<file path="src/core/irq_coalesce_defines.svh">
`ifndef IRQ_COALESCE_DEFINES_SVH
`define IRQ_COALESCE_DEFINES_SVH

// ==========================================================
// register offsets
`define OFS_PORT_IRQ_PENDING    8'h08
`define OFS_PORTS_AVAILABLE_MAP 8'h0c
`define OFS_SPEC_VERSION        8'h10
`define OFS_COALESCE_CONTROL    8'h14
`define OFS_COALESCE_PORT_SEL   8'h18
`define OFS_GLOBAL_CONTROL      8'h04

// ==========================================================
// field positions
`define CTL_TIMEOUT_HI   31
`define CTL_TIMEOUT_LO   16
`define CTL_THRESH_HI    15
`define CTL_THRESH_LO    8
`define CTL_VECTOR_HI    7
`define CTL_VECTOR_LO    3
`define CTL_ON_BIT       0
`define GLB_IRQ_ON_BIT   1

// ==========================================================
// reset values and version words
`define RST_TIMEOUT      16'h0001
`define RST_THRESH       8'h01
`define RST_PORT_SEL     32'h0000_0000
`define VER_MAJOR_1_3    16'h0001
`define VER_MINOR_1_3    16'h0300
`define VER_MAJOR_0_95   16'h0000
`define VER_MINOR_0_95   16'h0905
`define VER_MINOR_1_0    16'h0000
`define VER_MINOR_1_1    16'h0100
`define VER_MINOR_1_2    16'h0200

// ==========================================================
// timing
`define CLK_FREQ_HZ      200000000
`define TICK_PERIOD_US   1000
`define TICK_CYCLES      ((`CLK_FREQ_HZ / 1000000) * `TICK_PERIOD_US)

`endif

</file>
<file path="src/core/irq_coalesce_pkg.sv">
package irq_coalesce_pkg;

    // version revision selection
    typedef enum logic [2:0] {
        REV_0_95 = 3'h0,
        REV_1_0  = 3'h1,
        REV_1_1  = 3'h2,
        REV_1_2  = 3'h3,
        REV_1_3  = 3'h4
    } spec_rev_t;

    // coalescing engine states
    typedef enum logic [1:0] {
        ST_OFF = 2'b01,
        ST_RUN = 2'b10
    } coal_state_t;

endpackage

</file>
<file path="src/core/completion_counter.sv">
`timescale 1ns/100ps

// counts completions on selected ports in one cycle
module completion_counter #(
    parameter int NPORTS = 32
) (
    input  wire logic [NPORTS-1:0]       done_in,
    input  wire logic [NPORTS-1:0]       select,
    output logic      [$clog2(NPORTS):0] count
);

    // population count of selected completions
    always_comb begin
        count = '0;
        for (int i = 0; i < NPORTS; i++) begin
            count = count + {{$clog2(NPORTS){1'b0}}, done_in[i] & select[i]};
        end
    end

endmodule

</file>
<file path="src/core/hba_irq_status_coalescing.sv">
// Notes on behaviour
// - pending bit x sets on port x interrupt; software writes one to clear
// - only available-port bits and the coalescing vector bit may ever set
// - availability map is a read-only 32-bit mask of usable ports
// - map must be nonzero with no more bits than port count plus one
// - version word holds major high, minor low; 1.3 reads 0001h/0300h
// - older revisions report 0.95, 1.0, 1.1 and 1.2 codes
// - timeout in ms units, resets to one, zero is reserved
// - countdown loads timeout, decrements only while selected ports are busy
// - countdown at zero raises coalescing interrupt and reloads
// - tally counts selected completions, interrupt at threshold, then clears
// - threshold zero disables count-based coalescing interrupts
// - read-only vector index names unused port; its pending bit sets
// - vector index also selects the message interrupt vector
// - coalescing on bit low means no coalescing interrupts
// - rising coalescing on bit loads the new timeout and threshold
// - port select register chooses ports; change acts within one tick
// - global interrupt on bit, reset low, gates all interrupt delivery
//
// Added by the designer: the address-and-strobe port.
`timescale 1ns/100ps
`include "irq_coalesce_defines.svh"

module hba_irq_status_coalescing #(
    parameter int                        NPORTS      = 32,
    parameter logic [31:0]               PORTS_AVAIL = 32'h0000_000f,
    parameter logic [4:0]                PORT_COUNT  = 5'h1f,
    parameter logic [4:0]                CCC_VECTOR  = 5'h1f,
    parameter irq_coalesce_pkg::spec_rev_t SPEC_REV  = irq_coalesce_pkg::REV_1_3,
    parameter int                        TICK_CYCLES = `TICK_CYCLES
) (
    input  wire logic                   clk_sys,
    input  wire logic                   rst_n,
    input  wire logic [7:0]             reg_addr,
    input  wire logic [31:0]            reg_wdata,
    input  wire logic                   reg_wr,
    input  wire logic                   reg_rd,
    output logic      [31:0]            reg_rdata,
    input  wire logic [NPORTS-1:0]      port_irq_event,
    input  wire logic [NPORTS-1:0]      port_cmd_busy,
    input  wire logic [NPORTS-1:0]      port_cmd_done,
    output logic                        host_irq,
    output logic                        coalesce_irq_pulse,
    output logic      [4:0]             msi_vector
);
    import irq_coalesce_pkg::*;

    // ==========================================================
    // constant words
    localparam logic [31:0] CCC_BIT = 32'h1 << CCC_VECTOR;
    // defined pending positions: available ports and the coalescing vector
    localparam logic [31:0] DEFINED_MASK = PORTS_AVAIL | CCC_BIT;

    // count of ones in a word
    function automatic int ones(input logic [31:0] w);
        int n;
        n = 0;
        for (int i = 0; i < 32; i++) begin
            n = n + int'(w[i]);
        end
        return n;
    endfunction

    // version word per revision
    function automatic logic [31:0] version_word(input spec_rev_t rev);
        logic [31:0] v;
        v = {`VER_MAJOR_1_3, `VER_MINOR_1_3};
        case (rev)
            REV_0_95: v = {`VER_MAJOR_0_95, `VER_MINOR_0_95};
            REV_1_0:  v = {`VER_MAJOR_1_3, `VER_MINOR_1_0};
            REV_1_1:  v = {`VER_MAJOR_1_3, `VER_MINOR_1_1};
            REV_1_2:  v = {`VER_MAJOR_1_3, `VER_MINOR_1_2};
            default:  v = {`VER_MAJOR_1_3, `VER_MINOR_1_3};
        endcase
        return v;
    endfunction

    // exact match of a bus address against a register offset
    function automatic logic hit(input logic [7:0] a, input logic [7:0] ofs);
        return a == ofs;
    endfunction

    // elaboration checks on the map
    if (PORTS_AVAIL == 32'h0) begin : g_map_empty
        $error("availability map must have at least one bit set");
    end
    if (ones(PORTS_AVAIL) > int'(PORT_COUNT) + 1) begin : g_map_wide
        $error("availability map has more bits than the port count allows");
    end
    if ((PORTS_AVAIL & CCC_BIT) != 32'h0) begin : g_vec_used
        $error("coalescing vector must name an unavailable port");
    end

    // ==========================================================
    // registers
    logic [31:0]          pending_bits_r;
    logic [15:0]          coalesce_timeout_r;
    logic [7:0]           completion_threshold_r;
    logic                 coalesce_on_r;
    logic [31:0]          coalesce_port_select_r;
    logic [31:0]          port_sel_active_r;
    logic                 global_irq_on_r;
    logic [15:0]          coalesce_countdown_r;
    logic [7:0]           completion_tally_r;
    logic [15:0]          timeout_live_r;
    logic [7:0]           thresh_live_r;
    coal_state_t          state_r;
    logic                 ccc_fire;
    logic                 tick;
    logic [$clog2(NPORTS):0] done_cnt;
    logic [8:0]           tally_sum;
    logic                 wr_ctl;
    logic                 wr_pend;
    logic                 wr_sel;
    logic                 wr_glb;
    logic                 sel_busy;
    logic                 cd_step;
    logic [31:0]          ev_wide;
    logic [31:0]          pend_set;
    logic [31:0]          pend_clr;

    // ==========================================================
    // helpers
    ms_tick_gen #(
        .TICK_CYCLES (TICK_CYCLES)
    ) u_tick (
        .clk_sys (clk_sys),
        .rst_n   (rst_n),
        .tick    (tick)
    );

    completion_counter #(
        .NPORTS (NPORTS)
    ) u_cnt (
        .done_in (port_cmd_done),
        .select  (port_sel_active_r[NPORTS-1:0]),
        .count   (done_cnt)
    );

    // write strobes, one per writable register
    assign wr_pend   = reg_wr && hit(reg_addr, `OFS_PORT_IRQ_PENDING);
    assign wr_ctl    = reg_wr && hit(reg_addr, `OFS_COALESCE_CONTROL);
    assign wr_sel    = reg_wr && hit(reg_addr, `OFS_COALESCE_PORT_SEL);
    assign wr_glb    = reg_wr && hit(reg_addr, `OFS_GLOBAL_CONTROL);

    // completion sum and the countdown step
    assign tally_sum = {1'b0, completion_tally_r} + 9'(done_cnt);
    assign sel_busy  = (port_cmd_busy & port_sel_active_r[NPORTS-1:0]) != '0;
    assign cd_step   = tick && sel_busy;

    // ==========================================================
    // coalescing control: timeout, threshold and on bit
    always_ff @(posedge clk_sys) begin
        if (!rst_n) begin
            coalesce_timeout_r     <= `RST_TIMEOUT;
            completion_threshold_r <= `RST_THRESH;
            coalesce_on_r          <= 1'b0;
        end else if (wr_ctl) begin
            // zero timeout is reserved: keep previous value
            if (reg_wdata[`CTL_TIMEOUT_HI:`CTL_TIMEOUT_LO] != 16'h0) begin
                coalesce_timeout_r <= reg_wdata[`CTL_TIMEOUT_HI:`CTL_TIMEOUT_LO];
            end
            completion_threshold_r <= reg_wdata[`CTL_THRESH_HI:`CTL_THRESH_LO];
            coalesce_on_r          <= reg_wdata[`CTL_ON_BIT];
        end
    end

    // port select, only available ports can be chosen
    always_ff @(posedge clk_sys) begin
        if (!rst_n) begin
            coalesce_port_select_r <= `RST_PORT_SEL;
        end else if (wr_sel) begin
            coalesce_port_select_r <= reg_wdata & PORTS_AVAIL;
        end
    end

    // global interrupt on bit, cleared by reset
    always_ff @(posedge clk_sys) begin
        if (!rst_n) begin
            global_irq_on_r <= 1'b0;
        end else if (wr_glb) begin
            global_irq_on_r <= reg_wdata[`GLB_IRQ_ON_BIT];
        end
    end

    // port select takes effect on the next millisecond tick
    always_ff @(posedge clk_sys) begin
        if (!rst_n) begin
            port_sel_active_r <= `RST_PORT_SEL;
        end else if (tick) begin
            port_sel_active_r <= coalesce_port_select_r;
        end
    end

    // ==========================================================
    // coalescing engine: off and run states
    always_ff @(posedge clk_sys) begin
        if (!rst_n) begin
            state_r <= ST_OFF;
        end else begin
            case (state_r)
                ST_OFF: begin
                    if (coalesce_on_r) begin
                        state_r <= ST_RUN;
                    end
                end
                ST_RUN: begin
                    if (!coalesce_on_r) begin
                        state_r <= ST_OFF;
                    end
                end
                default: state_r <= ST_OFF;
            endcase
        end
    end

    // live settings latched on the off-to-on edge
    always_ff @(posedge clk_sys) begin
        if (!rst_n) begin
            timeout_live_r <= `RST_TIMEOUT;
            thresh_live_r  <= `RST_THRESH;
        end else if (state_r == ST_OFF && coalesce_on_r) begin
            timeout_live_r <= coalesce_timeout_r;
            thresh_live_r  <= completion_threshold_r;
        end
    end

    // countdown: load on start, reload on fire, step on busy ticks
    always_ff @(posedge clk_sys) begin
        if (!rst_n) begin
            coalesce_countdown_r <= `RST_TIMEOUT;
        end else if (state_r == ST_OFF) begin
            if (coalesce_on_r) begin
                coalesce_countdown_r <= coalesce_timeout_r;
            end
        end else if (state_r == ST_RUN && coalesce_on_r) begin
            if (ccc_fire) begin
                coalesce_countdown_r <= timeout_live_r;
            end else if (cd_step) begin
                coalesce_countdown_r <= coalesce_countdown_r - 16'h1;
            end
        end
    end

    // completion tally: cleared while off and on every fire
    always_ff @(posedge clk_sys) begin
        if (!rst_n) begin
            completion_tally_r <= 8'h00;
        end else if (state_r == ST_OFF) begin
            completion_tally_r <= 8'h00;
        end else if (state_r == ST_RUN && coalesce_on_r) begin
            if (ccc_fire) begin
                completion_tally_r <= 8'h00;
            end else begin
                completion_tally_r <= tally_sum[7:0];
            end
        end
    end

    // fire on countdown exhaustion or tally reaching threshold
    always_comb begin
        ccc_fire = 1'b0;
        if (state_r == ST_RUN && coalesce_on_r) begin
            if (coalesce_countdown_r == 16'h0) begin
                ccc_fire = 1'b1;
            end
            if (thresh_live_r != 8'h00 &&
                tally_sum >= {1'b0, thresh_live_r}) begin
                ccc_fire = 1'b1;
            end
        end
    end

    // ==========================================================
    // pending bitmask: set and clear vectors
    assign ev_wide  = 32'(port_irq_event);
    assign pend_set = (ev_wide & PORTS_AVAIL)
                    | (ccc_fire ? CCC_BIT : 32'h0);
    assign pend_clr = wr_pend ? reg_wdata : 32'h0;

    // one flop per position; a set wins over a clear in the same cycle
    for (genvar b = 0; b < 32; b++) begin : g_pend
        always_ff @(posedge clk_sys) begin
            if (!rst_n) begin
                pending_bits_r[b] <= 1'b0;
            end else if (!DEFINED_MASK[b]) begin
                pending_bits_r[b] <= 1'b0;
            end else if (pend_set[b]) begin
                pending_bits_r[b] <= 1'b1;
            end else if (pend_clr[b]) begin
                pending_bits_r[b] <= 1'b0;
            end
        end
    end

    // ==========================================================
    // host request: global on and any defined pending bit
    always_ff @(posedge clk_sys) begin
        if (!rst_n) begin
            host_irq <= 1'b0;
        end else begin
            host_irq <= global_irq_on_r && (pending_bits_r != 32'h0);
        end
    end

    // coalescing pulse, gated by the global on bit
    always_ff @(posedge clk_sys) begin
        if (!rst_n) begin
            coalesce_irq_pulse <= 1'b0;
        end else begin
            coalesce_irq_pulse <= ccc_fire && global_irq_on_r;
        end
    end

    // message vector used for coalescing interrupts
    always_ff @(posedge clk_sys) begin
        if (!rst_n) begin
            msi_vector <= 5'h00;
        end else begin
            msi_vector <= CCC_VECTOR;
        end
    end

    // ==========================================================
    // read path, data one cycle after strobe
    always_ff @(posedge clk_sys) begin
        if (!rst_n) begin
            reg_rdata <= 32'h0;
        end else if (reg_rd) begin
            if (reg_addr == `OFS_PORT_IRQ_PENDING) begin
                reg_rdata <= pending_bits_r;
            end else if (reg_addr == `OFS_PORTS_AVAILABLE_MAP) begin
                reg_rdata <= PORTS_AVAIL;
            end else if (reg_addr == `OFS_SPEC_VERSION) begin
                reg_rdata <= version_word(SPEC_REV);
            end else if (reg_addr == `OFS_COALESCE_CONTROL) begin
                reg_rdata <= {coalesce_timeout_r, completion_threshold_r,
                              CCC_VECTOR, 2'b00, coalesce_on_r};
            end else if (reg_addr == `OFS_COALESCE_PORT_SEL) begin
                reg_rdata <= coalesce_port_select_r;
            end else if (reg_addr == `OFS_GLOBAL_CONTROL) begin
                reg_rdata <= {30'h0, global_irq_on_r, 1'b0};
            end else begin
                reg_rdata <= 32'h0;
            end
        end else begin
            reg_rdata <= 32'h0;
        end
    end

endmodule

</file>
<file path="src/core/ms_tick_gen.sv">
`timescale 1ns/100ps
`include "irq_coalesce_defines.svh"

// one-cycle enable pulse every millisecond
module ms_tick_gen #(
    parameter int TICK_CYCLES = `TICK_CYCLES
) (
    input  wire logic clk_sys,
    input  wire logic rst_n,
    output logic      tick
);

    localparam int CW = $clog2(TICK_CYCLES);

    logic [CW-1:0] cnt_r;

    // free-running divider
    always_ff @(posedge clk_sys) begin
        if (!rst_n) begin
            cnt_r <= '0;
            tick  <= 1'b0;
        end else if (cnt_r == CW'(TICK_CYCLES - 1)) begin
            cnt_r <= '0;
            tick  <= 1'b1;
        end else begin
            cnt_r <= cnt_r + 1'b1;
            tick  <= 1'b0;
        end
    end

endmodule

</file>
<file path="config.mk">
export PLATFORM = sky130hd
export DESIGN_NAME = hba_irq_status_coalescing
export DESIGN_NICKNAME = d
export VERILOG_FILES = /design/src/core/irq_coalesce_pkg.sv /design/src/core/completion_counter.sv /design/src/core/hba_irq_status_coalescing.sv /design/src/core/ms_tick_gen.sv
export VERILOG_INCLUDE_DIRS = /design/src /design/src/core
export SDC_FILE = /design/constraint.sdc
export NUM_CORES = 1
export LEC_CHECK = 0
export BUFFER_PORTS_ARGS = -buffer_cell sky130_fd_sc_hd__buf_4
export CORE_MARGIN = 2
export CORE_UTILIZATION = 58
export CTS_BUF_LIST = sky130_fd_sc_hd__clkbuf_8
export DETAILED_ROUTE_END_ITERATION = 6
export PLACE_DENSITY_LB_ADDON = 0.08
export SLEW_MARGIN = 40
export SYNTH_ARGS = -nofsm -noshare
export SYNTH_HDL_FRONTEND = slang
export SYNTH_SLANG_ARGS = --single-unit
</file>
<file path="constraint.sdc">
create_clock -name clk_sys -period 6.6 [get_ports clk_sys]
set_input_delay 0.33 -clock clk_sys [delete_from_list [all_inputs] [get_ports clk_sys]]
set_output_delay 0.33 -clock clk_sys [all_outputs]
set_load 0.02 [all_outputs]
</file>
# After elaboration in Yosys (flattened, before gate mapping)
# Cells that the tools add are included.
dict set report word_totals {
  ff_bits 147
  input_bits 140
  out_inout_bits 39
  wordCells 112
}
dict set report classes {
  addsub 6
  magnitude_cmp 1
  n_eq_ne 11
  muxes 32
  n_bitwise 8
  reduce_logical 30
}
# operator count
set op_table {}
lappend op_table {{$mux 32} 6}
lappend op_table {{$mux 16} 5}
lappend op_table {{$reduce_bool 32->1} 2}
lappend op_table {{$and 32x4->32} 1}
lappend op_table {{$or 4x32->32} 1}
lappend op_table {{$eq 8x5->1 const B} 3}
lappend op_table {{$add 18x1->18 const B} 1}
lappend op_table {{$eq 18x18->1 const B} 1}
lappend op_table {{$eq 8x4->1 const B} 2}
lappend op_table {{$logic_not 16->1} 1}
lappend op_table {{$reduce_bool 16->1} 1}
lappend op_table {{$sub 16x1->16 const B} 1}
lappend op_table {{$mux 1} 14}
lappend op_table {{$add 6x1->6} 2}
lappend op_table {{$reduce_bool 2->1} 6}
lappend op_table {{$logic_and 1x1->1} 10}
lappend op_table {{$add 8x6->9} 1}
lappend op_table {{$ge 9x8->1} 1}
lappend op_table {{$eq 8x3->1 const B} 1}
lappend op_table {{$mux 8} 1}
lappend op_table {{$reduce_bool 8->1} 1}
lappend op_table {{$mux 2} 3}
lappend op_table {{$reduce_and 2->1} 3}
lappend op_table {{$mux 5} 1}
lappend op_table {{other kinds (13)} 19}

# Longest topological paths before layout
# Gate-level depths: netlist of run 1.
dict set report logic_depth {
  depth_word 12
  mapped_depth 19
  ltp_nobuf 18
}

# Modules after synthesis
# From an unflattened synthesis of run 1, not the netlist that was laid out.
dict set report unflattened {
  cells_unflattened 852
  hier_area_um2 7494.7
}
# mod n_inst cells_each area_each_um2 seq_area_each_um2
set by_module_without_submodules {}
lappend by_module_without_submodules {hba_irq_status_coalescing 1 652 5706.7 2422.3}
lappend by_module_without_submodules {completion_counter 1 102 903.4 0.0}
lappend by_module_without_submodules {ms_tick_gen 1 98 884.6 380.4}

# Least setup slack after synthesis of run 1
# No wires, ideal clock.
dict set report synth_timing {
  kind {input to register}
  startpoint {input port_cmd_done[1]}
  endpoint {register coalesce_countdown_r[14]}
  setup_time_ns 0.127
  t_arrival_ns 4.364
  required_time_ns 6.473
  slack_ns 2.110
  stages 19
  n_path_buf 1
  path_cell_list {and2_1 ha_1 fa_1 ha_1 inv_1 fa_1 nor2b_1 o21ai_0 nor2_1 xor2_1 ha_1 a21o_1 or3b_2 and4_1 nand2_1 nand2_1 buf_2 a221oi_1 o22ai_1}
}
dict set report synth_between {
  elab_chain_cells 12
  word_cells_on_any_way 14
  classes_between {add/sub (4); order compare (1); mux (5); bitwise (1); reduce/logical (3)}
}
# item line
set synth_lines {}
lappend synth_lines {{start, declared} hba_irq_status_coalescing.sv:41} ;# input wire logic [NPORTS-1:0] port_cmd_done,
lappend synth_lines {{$and 1x1->1 (*)} completion_counter.sv:16} ;# count = count + {{$clog2(NPORTS){1'b0}}, done_in[i] & select[i]};
lappend synth_lines {{$add 1x1->2 (*)} completion_counter.sv:16}
lappend synth_lines {{$add 6x1->6 (*) (2 in a row)} completion_counter.sv:16}
lappend synth_lines {{$add 8x6->9 (*)} hba_irq_status_coalescing.sv:147} ;# assign tally_sum = {1'b0, completion_tally_r} + 9'(done_cnt);
lappend synth_lines {{$ge 9x8->1 (*)} hba_irq_status_coalescing.sv:268} ;# tally_sum >= {1'b0, thresh_live_r}) begin
lappend synth_lines {{$logic_and 1x1->1 (*)} hba_irq_status_coalescing.sv:267} ;# if (thresh_live_r != 8'h00 &&
lappend synth_lines {{$mux 1 (*)} hba_irq_status_coalescing.sv:267}
lappend synth_lines {{$mux 1 (*)} hba_irq_status_coalescing.sv:263} ;# if (state_r == ST_RUN && coalesce_on_r) begin
lappend synth_lines {{$mux 16} hba_irq_status_coalescing.sv:237} ;# if (ccc_fire) begin
lappend synth_lines {{$mux 16} hba_irq_status_coalescing.sv:236} ;# end else if (state_r == ST_RUN && coalesce_on_r) begin
lappend synth_lines {{$mux 16} hba_irq_status_coalescing.sv:232} ;# end else if (state_r == ST_OFF) begin
lappend synth_lines {{end signal, assigned} hba_irq_status_coalescing.sv:231} ;# coalesce_countdown_r <= `RST_TIMEOUT;
lappend synth_lines {{end signal, assigned} hba_irq_status_coalescing.sv:234} ;# coalesce_countdown_r <= coalesce_timeout_r;
lappend synth_lines {{end signal, assigned} hba_irq_status_coalescing.sv:238} ;# coalesce_countdown_r <= timeout_live_r;
lappend synth_lines {{end, declared} hba_irq_status_coalescing.sv:103} ;# logic [15:0] coalesce_countdown_r;
# Mark *: on every way between the ends. The rest lies on a longest branch, timed or not. The select of a mux whose other input is x is not followed.
# A chain may end at the register's enable or synchronous reset.

# Worst setup path after layout of run 1
dict set report layout_timing {
  startpoint {register port_sel_active_r[1]}
  endpoint {register coalesce_countdown_r[3]}
}
dict set report layout_between {
  elab_chain_cells 12
  word_cells_on_any_way 17
  classes_between {add/sub (4); order compare (1); mux (5); bitwise (2); reduce/logical (5)}
}
# item line
set layout_lines {}
lappend layout_lines {{start, declared} hba_irq_status_coalescing.sv:101} ;# logic [31:0] port_sel_active_r;
lappend layout_lines {{start signal, assigned} hba_irq_status_coalescing.sv:189} ;# port_sel_active_r <= `RST_PORT_SEL;
lappend layout_lines {{start signal, assigned} hba_irq_status_coalescing.sv:191} ;# port_sel_active_r <= coalesce_port_select_r;
lappend layout_lines {{$and 1x1->1} completion_counter.sv:16}
lappend layout_lines {{$add 1x1->2} completion_counter.sv:16}
lappend layout_lines {{$add 6x1->6 (2 in a row)} completion_counter.sv:16}
lappend layout_lines {{$add 8x6->9} hba_irq_status_coalescing.sv:147}
lappend layout_lines {{$ge 9x8->1} hba_irq_status_coalescing.sv:268}
lappend layout_lines {{$logic_and 1x1->1} hba_irq_status_coalescing.sv:267}
lappend layout_lines {{$mux 1} hba_irq_status_coalescing.sv:267}
lappend layout_lines {{$mux 1} hba_irq_status_coalescing.sv:263}
lappend layout_lines {{$mux 16} hba_irq_status_coalescing.sv:237}
lappend layout_lines {{$mux 16} hba_irq_status_coalescing.sv:236}
lappend layout_lines {{$mux 16} hba_irq_status_coalescing.sv:232}
# Several ways; a longest one is shown, not always the timed one. The select of a mux whose other input is x is not followed.

==> flow_summary.ini, run 1 <==
[status]
status = complete, no violations

[sta]
slew_headroom = 0.4411
finalSetupViolCount = 0
final.min_clock_period_ns = 5.205
worstMarginPinSlew_ns = 0.8319
whs_ns = 0.1207
worst_slack_ns = 1.395
hold_violations = 0
finalMaxSlewViolations = 0
skew_ns = 0.009879
max_freq_ghz = 0.1921
tns_ns = 0
rsz0062_at_grt = no
min_period_over_period = 0.7886

[clock_tree]
numCtsBuffers = 17
cts_buffer_depth = 2
cts_resized = 0
htree_levels = 4
cts_tree = built
cts_sinks = 140
clk_latency_ns = 0.43
cts-root-buf = clkbuf_8
cts_setup_buffers = 0
hold_buffers = 0
cts.clk_slew.worst_paths_ns = 0.08

[floorplanning]
core_area_sq_mm = 0.01075
initial_utilization = 0.5919
dieWidth_microns = 108.7
die-area_sq_mm = 0.01182
pin_count = 179
die_y_microns = 108.7
num_rows = 38

[critical_path]
crit_path_end_kind = flip-flop
crit_required_ns = 6.92
path_cells = and2_1, ha_1, fa_1, ha_1, inv_1, fa_1, nor2b_1, o21ai_0, nor2_1, xor2_1, ha_1, a21o_1, or3b_2, and4_1, nand2_1, nand2_1, a221o_1, a32o_1
criticalPathCategory = reg2reg
setup.worst_path.start_class = flip-flop
path_max_fanout = 14
slowest_stage = a221o_1
crit_arrival_ns = 5.53
slowest_delay_ns = 0.49
critPathMostFrequentCell = ha_1

[finish]
nFillCells = 885
antenna_cells = 0
area_delta_synth_final_pct = 17.43
drive_above_1_share = 0.1713
nNetsFinal = 938
ff_latch_area_sq_mm = 0.002803
multiInputGateArea_sq_mm = 0.003287

[yosys]
synth_nets = 869
yosys_most_used_dff = dfxtp_1
synth-seq-cells = 140
ys_seq_area_frac = 0.4407
ys_types = 64
avgSynthCellArea_sq_um = 8.932
ys_async_sr_fraction = 0
syn_inst = 712
syn_area_sq_mm = 0.006360
synth_edf_count = 0
yosysWarnings = 0

[placement]
dp_hpwl_microns = 10090
preCtsSetupSlack_ns = 1.322
gp_congestion = 0.8868
io_buffers = 90

[pwr]
leakagePower_nw = 2.985
power.density_mw_per_mm2 = 219.6
ir_drop_v = 0.0001255

[global_routing]
grt_max_degree = 94
grtUsageTotal = 0.2525
grt_pass1_vias = 4816
gr-total-overflow = 0
grt_pass1_wl_microns = 23320
antenna_found_initial = 0

[hold_path]
hold_class = in2reg

[route]
drt_iter0_drc = 292
viasPerCell = 5.576
drtAntennaViolNets = 0
vias = 5208
totalWireLength_microns = 14560
firstDrtPassIters = 5
drc = 0
routedWlPerCell_microns = 15.59

[flow_run]
cap_violations = 0
registers in the layout (all words and copies together) (netlist names), 5 cells and up:
name and flops:
coalesce_countdown_r 16, timeout_live_r 16, completion_threshold_r 8, reg_rdata 29, u_tick.cnt_r 18, pending_bits_r 5, thresh_live_r 8, coalesce_timeout_r 16
completion_tally_r 8
path summary, 6_finish.rpt:
check,startpoint,end,slack (ns),depth (start not counted)
worst max-delay path,port_sel_active_r[1],coalesce_countdown_r[3],1.40,18
worst min-delay path,reg_wdata[16],coalesce_timeout_r[0],0.12,3
worst max register to register,port_sel_active_r[1],coalesce_countdown_r[3],1.40,18
worst min register to register,u_tick.cnt_r[0],u_tick.cnt_r[0],0.46,1
per-stage QoR:
step / util / cells / power (W) / instance area [sq um]
after floorplan: - / 712 / 0.0008992 / 6360
after global placement: 0.6544 / 902 / 0.0009308 / 7032
after detailed placement: 0.6553 / 902 / 0.0009324 / 7042
after CTS: 0.6950 / 934 / 0.001656 / 7468
after global routing: 0.6950 / 934 / 0.001696 / 7468
final: 0.6950 / 934 / 0.001640 / 7468
cells in the mapped netlist (3+ instances only):
cell      number  area share
nor4b_1        3      0.0041
buf_4          8      0.0094
nand4_1        7      0.0069
and4_1         4      0.0055
nor4_1        11       0.011
a221oi_1       3      0.0041
nor3_1        12      0.0094
nor2b_1       45       0.044
o21ai_0       19       0.015
or3_1          3      0.0030
a211oi_1       3      0.0035
a32o_1         6      0.0094
a221o_1        3      0.0047
a31oi_1        4      0.0039
nand2_1       97       0.057
nand2b_1       5      0.0049
a21oi_1       22       0.017
nor2_1        47       0.028
xnor2_1       11       0.015
xor2_1        16       0.022
o221ai_1       3      0.0041
and3_1         6      0.0059
ha_1          15       0.030
o22ai_1        5      0.0049
mux2i_1       32       0.050
nand3_1       11      0.0087
clkbuf_1      29       0.017
and2_1        34       0.033
buf_2          4      0.0031
o211ai_1       4      0.0047
a21o_1         3      0.0035
dfxtp_1      140        0.44
o21a_1         5      0.0059
a21boi_0      26       0.031
a22oi_1        4      0.0047
inv_1         25       0.015
report_power, final:
part	internal (W)	leakage [nW]	switching [W]
clock	0.000396	0.205	0.000332
combinational	0.0000326	1.65	0.0000283
sequential	0.000848	1.13	0.00000347
placed cells by master, fill, tap and decap left out, types with 5 or more instances in the layout:
cell type	Yosys	final
and3_1	6	6
clkbuf_8	0	19
o21a_1	5	5
nor4_1	11	11
nor2_1	47	47
nand2b_1	5	5
mux2i_1	32	32
buf_4	8	91
inv_1	25	25
a21oi_1	22	22
xnor2_1	11	11
o21ai_0	19	19
a21boi_0	26	26
nor2b_1	45	44
ha_1	15	15
nand2_1	97	95
dfxtp_1	140	140
nor3_1	12	12
xor2_1	16	16
a32o_1	6	6
and2_1	34	34
nand3_1	11	11
nand4_1	7	7
o22ai_1	5	5
kinds of logic after synthesis:
kind of cell | Yosys count | synth area share
compound gates | 128 | 0.1420
xor+xnor | 27 | 0.03718
fa+ha+maj | 17 | 0.03581
buf+inv | 66 | 0.04446
flops | 140 | 0.4407
mux | 32 | 0.05036
simple gates | 302 | 0.2495
area by class of cell:
class | instances | area share
well taps | 140 | 0.02345
inverters | 25 | 0.01256
repair buffers | 91 | 0.09147
flip-flops and latches | 140 | 0.3753
multi-input cells | 506 | 0.4401
clock inverters | 13 | 0.02211
clock buffers | 19 | 0.03501
worst max-delay path, delay by kind of cell, from the launching register on:
family	cells	cell delay, ns
xor gates and xnor gates	1	0.21
adders and majority gates	5	1.72
AOI/OAI and AO/OA	4	1.06
and+or+nand+nor	7	1.73
DFF	1	0.33
buffers and inverters	1	0.06
layer usage:
| layer | track usage | vias up | wire length, microns |
|---|---|---|---|
| li1 | - | 2591 | - |
| met1 | 0.3402 | 2440 | 6698 |
| met2 | 0.4031 | 167 | 6925 |
| met3 | 0.05678 | 10 | 788 |
| met4 | 0.08150 | 0 | 151 |
| met5 | 0 | - | 0 |
No activity file was read; power rests on OpenSTA's default activity.
==> run 2, diff against run 1 <==
CORE_UTILIZATION = 54   (was 58)
clock period = 5.05 ns   (was 6.6 ns; I/O delays follow)
==> run 2 against run 1 <==
Against the previous run: largest power group unchanged; critical path depth rose by 1; count of clock-buffer cells in the layout fell by 1; setup slack got worse by 1.1 ns; final area rose by 0.25%; largest cell class unchanged; register-to-register slack got worse by 1.1 ns; combinational power rose by 33%.
==> flow_summary.ini, run 2 (same netlist as run 1, synthesis figures left out) <==
[route]
routedWlPerCell_microns = 15.41
wl_met2_microns = 6741
viasPerCell = 5.497
top_layer = met4
met1_length_microns = 6825
vias = 5200
met3WireLength_microns = 749
drc = 0
firstDrtPassIters = 5
totalWireLength_microns = 14580
drtAntennaViolNets = 0
drt_iter0_drc = 369

[sta]
tns_ns = 0
skew_ns = 0.009201
finalMaxSlewViolations = 0
slew_headroom = 0.4434
worst_slack_ns = 0.2711
finalSetupViolCount = 0
rsz0062_at_grt = no
worstMarginPinSlew_ns = 0.8272
final.min_clock_period_ns = 4.779
hold_violations = 0
max_freq_ghz = 0.2093
whs_ns = 0.01879
min_period_over_period = 0.9463

[critical_path]
slowest_delay_ns = 0.44
slowest_stage = or3b_2
reg2reg_depth = 19
setup.worst_path.start_class = flip-flop
critPathMostFrequentCell = ha_1
timing.rr.end = coalesce_countdown_r[9]
crit_arrival_ns = 5.15
rr_startpoint = port_sel_active_r[1]
crit_path_end_kind = flip-flop
ff2ff_setup_slack_ns = 0.27
criticalPathCategory = reg2reg
crit_required_ns = 5.42
path_cells = and2_1, ha_1, fa_1, ha_1, inv_1, fa_2, nor2b_2, o21ai_0, nor2_1, xor2_1, ha_1, a21o_1, or3b_2, and4_1, nand2_1, nand2_1, buf_6, o311a_1, o32ai_1
path_max_fanout = 11

[finish]
nNetsFinal = 948
final_cell_mix = dfxtp_1 (140), buf_4 (98), nand2_1 (95), nor2_1 (47), nor2b_1 (44)
largest_reg_flops = 29
finish.utilization = 0.6529
final_common_cell = dfxtp_1
drive_above_1_share = 0.1793
area_delta_synth_final_pct = 17.73
reg.largest.list = reg_rdata x29, u_tick.cnt_r x18
antenna_cells = 0
regMostFlops = reg_rdata

[hold_path]
min_to = pending_bits_r[2]
hold_class = in2reg
hold_start = port_irq_event[2]
hold_depth = 3

[clock_tree]
clk_latency_ns = 0.46
cts.clk_slew.worst_paths_ns = 0.08
cts_setup_buffers = 0
cts_sinks = 140
cts-root-buf = clkbuf_8
htree_levels = 4
cts_buffer_depth = 2
cts_tree = built
numCtsBuffers = 17

[pwr]
power.density_mw_per_mm2 = 268.5
ir_drop_v = 0.0002119
leakagePower_nw = 3.000

[floorplanning]
dieWidth_microns = 112.5
die_y_microns = 112.5
pin_count = 179
num_rows = 39
initial_utilization = 0.5546
die-area_sq_mm = 0.01266
core_area_sq_mm = 0.01147

[global_routing]
gr-total-overflow = 0
antenna_found_initial = 0
grtUsageTotal = 0.2401
grt_pass1_wl_microns = 24350
grt_max_degree = 94
grt_pass1_vias = 5061

[placement]
preCtsSetupSlack_ns = 0.1493
io_buffers = 90
dp_hpwl_microns = 10210
gp_congestion = 0.8794

[flow_run]
cap_violations = 0

[status]
status = complete, no violations
## run 2: changes by cell type in the layout (fill, tap and decap cells not counted), moves of 2 or more
cell	change
clkinv_2	+2
bufinv_16	-2
inv_6	-2
inv_1	+2
buf_4	+7
buf_6	+2
## run 2: stage by stage
| step | area, sq um | cells | total power, W |
|---|---|---|---|
| 2_1_floorplan | 6360 | 712 | 0.001175 |
| 3_3_place_gp | 7101 | 914 | 0.001217 |
| 3_5_place_dp | 7106 | 914 | 0.001219 |
| 4_1_cts | 7468 | 946 | 0.002025 |
| 5_1_grt | 7487 | 946 | 0.002084 |
| 6_report | 7487 | 946 | 0.002010 |
## run 2: repair_timing
| item | in CTS | in global routing |
|---|---|---|
| endpoints found under the hold margin | 1 | 0 |
| gates resized for setup | 0 | 4 |
| hold buffers | 1 | 0 |
| endpoints found under the setup margin | 0 | 9 |
## run 2: power by group
group	switching [W]	internal [W]	total, W
Clock	0.000424	0.000391	0.000816
Combinational	0.0000379	0.0000433	0.0000812
Sequential	0.00000471	0.00111	0.00111
Total	0.000467	0.00154	0.00201
## run 2: layout make-up
cell class	count	area, sq um
Fill cell	952	3980
Multi-Input combinational cell	506	3291
Sequential cell	140	2803
Timing Repair Buffer	101	768.2
Clock buffer	18	247.7
Tap cell	143	178.9
Clock inverter	13	105.1
Inverter	25	93.84
## run 2: layer usage
| layer | vias to the layer above | GRT usage |
|---|---|---|
| met2 | 143 | 0.3751 |
| met5 | - | 0 |
| li1 | 2616 | - |
| met4 | 0 | 0.1008 |
| met3 | 23 | 0.05292 |
| met1 | 2418 | 0.3228 |
## run 2: critical path, delay by kind of cell (launching register included)
family,cells,cell delay [ns]
simple gates,7,1.40
fa+ha+maj,5,1.69
compound gates,4,0.88
flops,1,0.33
xor+xnor,1,0.17
buf+inv,2,0.24
## run 2: worst max path at each step
stage | from | endpoint | slack [ns] | depth (start not counted)
6_report | port_sel_active_r[1] | coalesce_countdown_r[9] | 0.27 | 19
4_1_cts | port_sel_active_r[1] | coalesce_countdown_r[9] | 0.17 | 19
3_5_place_dp | port_cmd_done[1] | coalesce_countdown_r[9] | 0.15 | 20
3_3_place_gp | port_cmd_done[1] | coalesce_countdown_r[3] | 0.21 | 20
2_1_floorplan | port_sel_active_r[1] | coalesce_countdown_r[14] | 0.60 | 19
5_1_grt | port_sel_active_r[1] | coalesce_countdown_r[9] | 0.00007 | 19
==> run 3, diff against run 2 <==
CORE_UTILIZATION = 56   (was 54)
SYNTH_HIERARCHICAL = 1   (was not set)
==> run 3 against run 2 <==
Against the previous run: the flow now finishes with violations (negative setup slack); highest routed layer unchanged; hold slack improved by 0.013 ns; via count rose by 25%; critical path type unchanged; count of clock-buffer cells in the layout rose by 2; area after synthesis rose by 18%; synthesized cell count rose by 20%; final cell count rose by 27%.
==> flow_summary.ini, run 3 <==
[sta]
worst_slack_ns = -1.790
skew_ns = 0.01421
min_period_over_period = 1.354
worstMarginPinSlew_ns = 0.8204
finalSetupViolCount = 26
finalMaxSlewViolations = 0
slew_headroom = 0.4511
hold_violations = 0
whs_ns = 0.03181
max_freq_ghz = 0.1462
rsz0062_at_grt = yes
final.min_clock_period_ns = 6.840

[placement]
io_buffers = 118
placed_cells = 1152
gp_congestion = 0.9134
dp_hpwl_microns = 13800
preCtsSetupSlack_ns = -1.928
postPlaceCellArea_sq_mm = 0.008740

[global_routing]
grt_pass1_wl_microns = 30950
antenna_found_initial = 0
grt_pass1_vias = 6421
grtUsageTotal = 0.2708
grt_max_degree = 47
gr-total-overflow = 0

[route]
drc = 0
viasPerCell = 5.419
vias = 6514
firstDrtPassIters = 5
routedWlPerCell_microns = 15.73
drt_iter0_drc = 416
totalWireLength_microns = 18910
drtAntennaViolNets = 0

[finish]
drive_above_1_share = 0.2573
antenna_cells = 0
regMostFlops = reg_rdata
area_delta_synth_final_pct = 26.46
fin_cells = 1202
ff_latch_area_sq_mm = 0.002804
reg.largest.list = reg_rdata x29, u_tick/cnt_r x18
largest_reg_flops = 29
fin_area_sq_mm = 0.009478
final_common_cell = buf_4
nNetsFinal = 1202
multiInputGateArea_sq_mm = 0.004469
nFillCells = 1020
final_cell_mix = buf_4 (142), dfxtp_1 (139), nand2_1 (105), nor2_1 (80), inv_1 (73)

[clock_tree]
htree_levels = 4
cts-root-buf = clkbuf_8
clk_latency_ns = 0.45
cts.clk_slew.worst_paths_ns = 0.09
cts_buffer_depth = 2
cts_sinks = 140
cts_tree = built
numCtsBuffers = 17

[floorplanning]
pin_count = 179
initial_utilization = 0.5705
core_area_sq_mm = 0.01314
num_rows = 42
dieWidth_microns = 119.7
die-area_sq_mm = 0.01432
die_y_microns = 119.7

[yosys]
synth_common_cells = dfxtp_1 (140), nand2_1 (107), nor2_1 (81)
yosysMostFrequentCell = dfxtp_1
synth_area_leaders = dfxtp_1 (37%), fa_1 (6.7%), nand2_1 (5.4%)
yosysWarnings = 6
synth_top_area_share = 0.3740
yosys_most_used_dff = dfxtp_1
ys_types = 69
ys_seq_area_frac = 0.3740
synth-seq-cells = 140
syn_area_sq_mm = 0.007495
yosys.area.top_type = dfxtp_1
synth_edf_count = 0
syn_inst = 852
avgSynthCellArea_sq_um = 8.797
ys_async_sr_fraction = 0

[pwr]
totalPowerFinal_w = 0.004292
leakagePower_nw = 4.038
power.density_mw_per_mm2 = 452.8
ir_drop_v = 0.0004340

[critical_path]
slowest_stage = fa_1
criticalPathCategory = reg2reg
crit_arrival_ns = 7.19
crit_path_end_kind = flip-flop
cp_top_family = adder cells
setup.worst_path.start_class = flip-flop
slowest_delay_ns = 0.51
crit_required_ns = 5.40
path_buf_inv = 6
critPathMostFrequentCell = fa_1
path_max_fanout = 7

[hold_path]
hold_class = in2reg

[status]
status = complete, but fails checks
violations = negative setup slack

[flow_run]
cap_violations = 0
run 3: tightest hold or removal path, stage by stage:
cell and delay, ns:
buf_4 0.08, mux2i_1 0.05, nor2_1 0.07
run 3: per-stage QoR:
step,util,setup TNS (ns)
floorplan,-,-34.04
global placement,0.6652,-40.16
detailed placement,0.6652,-47.10
CTS,0.7127,-43.43
global route,0.7214,-50.69
finish,0.7214,-44.64
run 3: metal layers:
layer	wire (microns)	vias up	track usage
met5	0	-	0
met3	1120	23	0.05703
met4	211	0	0.07500
met1	8472	3107	0.3650
li1	-	3181	-
met2	9107	203	0.4421
run 3: where the power goes:
group	total, W	switching, W	internal (W)	leakage [nW]
clock	0.000909	0.000467	0.000442	0.203
combinational	0.00227	0.00118	0.00109	2.70
sequential	0.00111	0.00000570	0.00111	1.13
total	0.00429	0.00166	0.00264	4.04
run 3: layout make-up:
| type | instances | area share |
|---|---|---|
| Clock buffer | 20 | 0.02904 |
| Clock inverter | 12 | 0.01307 |
| Inverter | 77 | 0.03050 |
| Multi-Input combinational cell | 618 | 0.4716 |
| Sequential cell | 140 | 0.2958 |
| Tap cell | 176 | 0.02323 |
| Timing Repair Buffer | 159 | 0.1368 |
run 3: path summary, 6_finish.rpt:
| check | start | end | slack (ns) | depth (start not counted) |
|---|---|---|---|---|
| worst max-delay path | port_sel_active_r[2] | coalesce_countdown_r[15] | -1.79 | 28 |
| worst max register to register | port_sel_active_r[2] | coalesce_countdown_r[15] | -1.79 | 28 |
| worst min register to register | timeout_live_r[8] | timeout_live_r[8] | 0.46 | 2 |
| worst min-delay path | reg_wdata[27] | coalesce_timeout_r[11] | 0.03 | 3 |
run 3: cell families (layout without fill, tap and decap cells):
group	Yosys count	in the layout	synth area share
AO/OA/AOI/OAI	156	156	0.1554
adder cells (fa/ha/maj)	49	49	0.1068
buffers and inverters	121	268	0.06928
multiplexers	29	29	0.03873
flip-flops	140	140	0.3740
other	1	28	0.0005004
XOR/XNOR	36	36	0.04207
AND/OR/NAND/NOR	320	320	0.2132
run 3: what timing repair did:
| action | in CTS | in global routing |
|---|---|---|
| setup buffers | 10 | 5 |
| pin swaps | 12 | 5 |
| hold buffers | 4 | 0 |
| cloned | 1 | 1 |
| resized for setup | 21 | 14 |
| hold endpoints to repair | 4 | 0 |
| endpoints found under the setup margin | 26 | 26 |
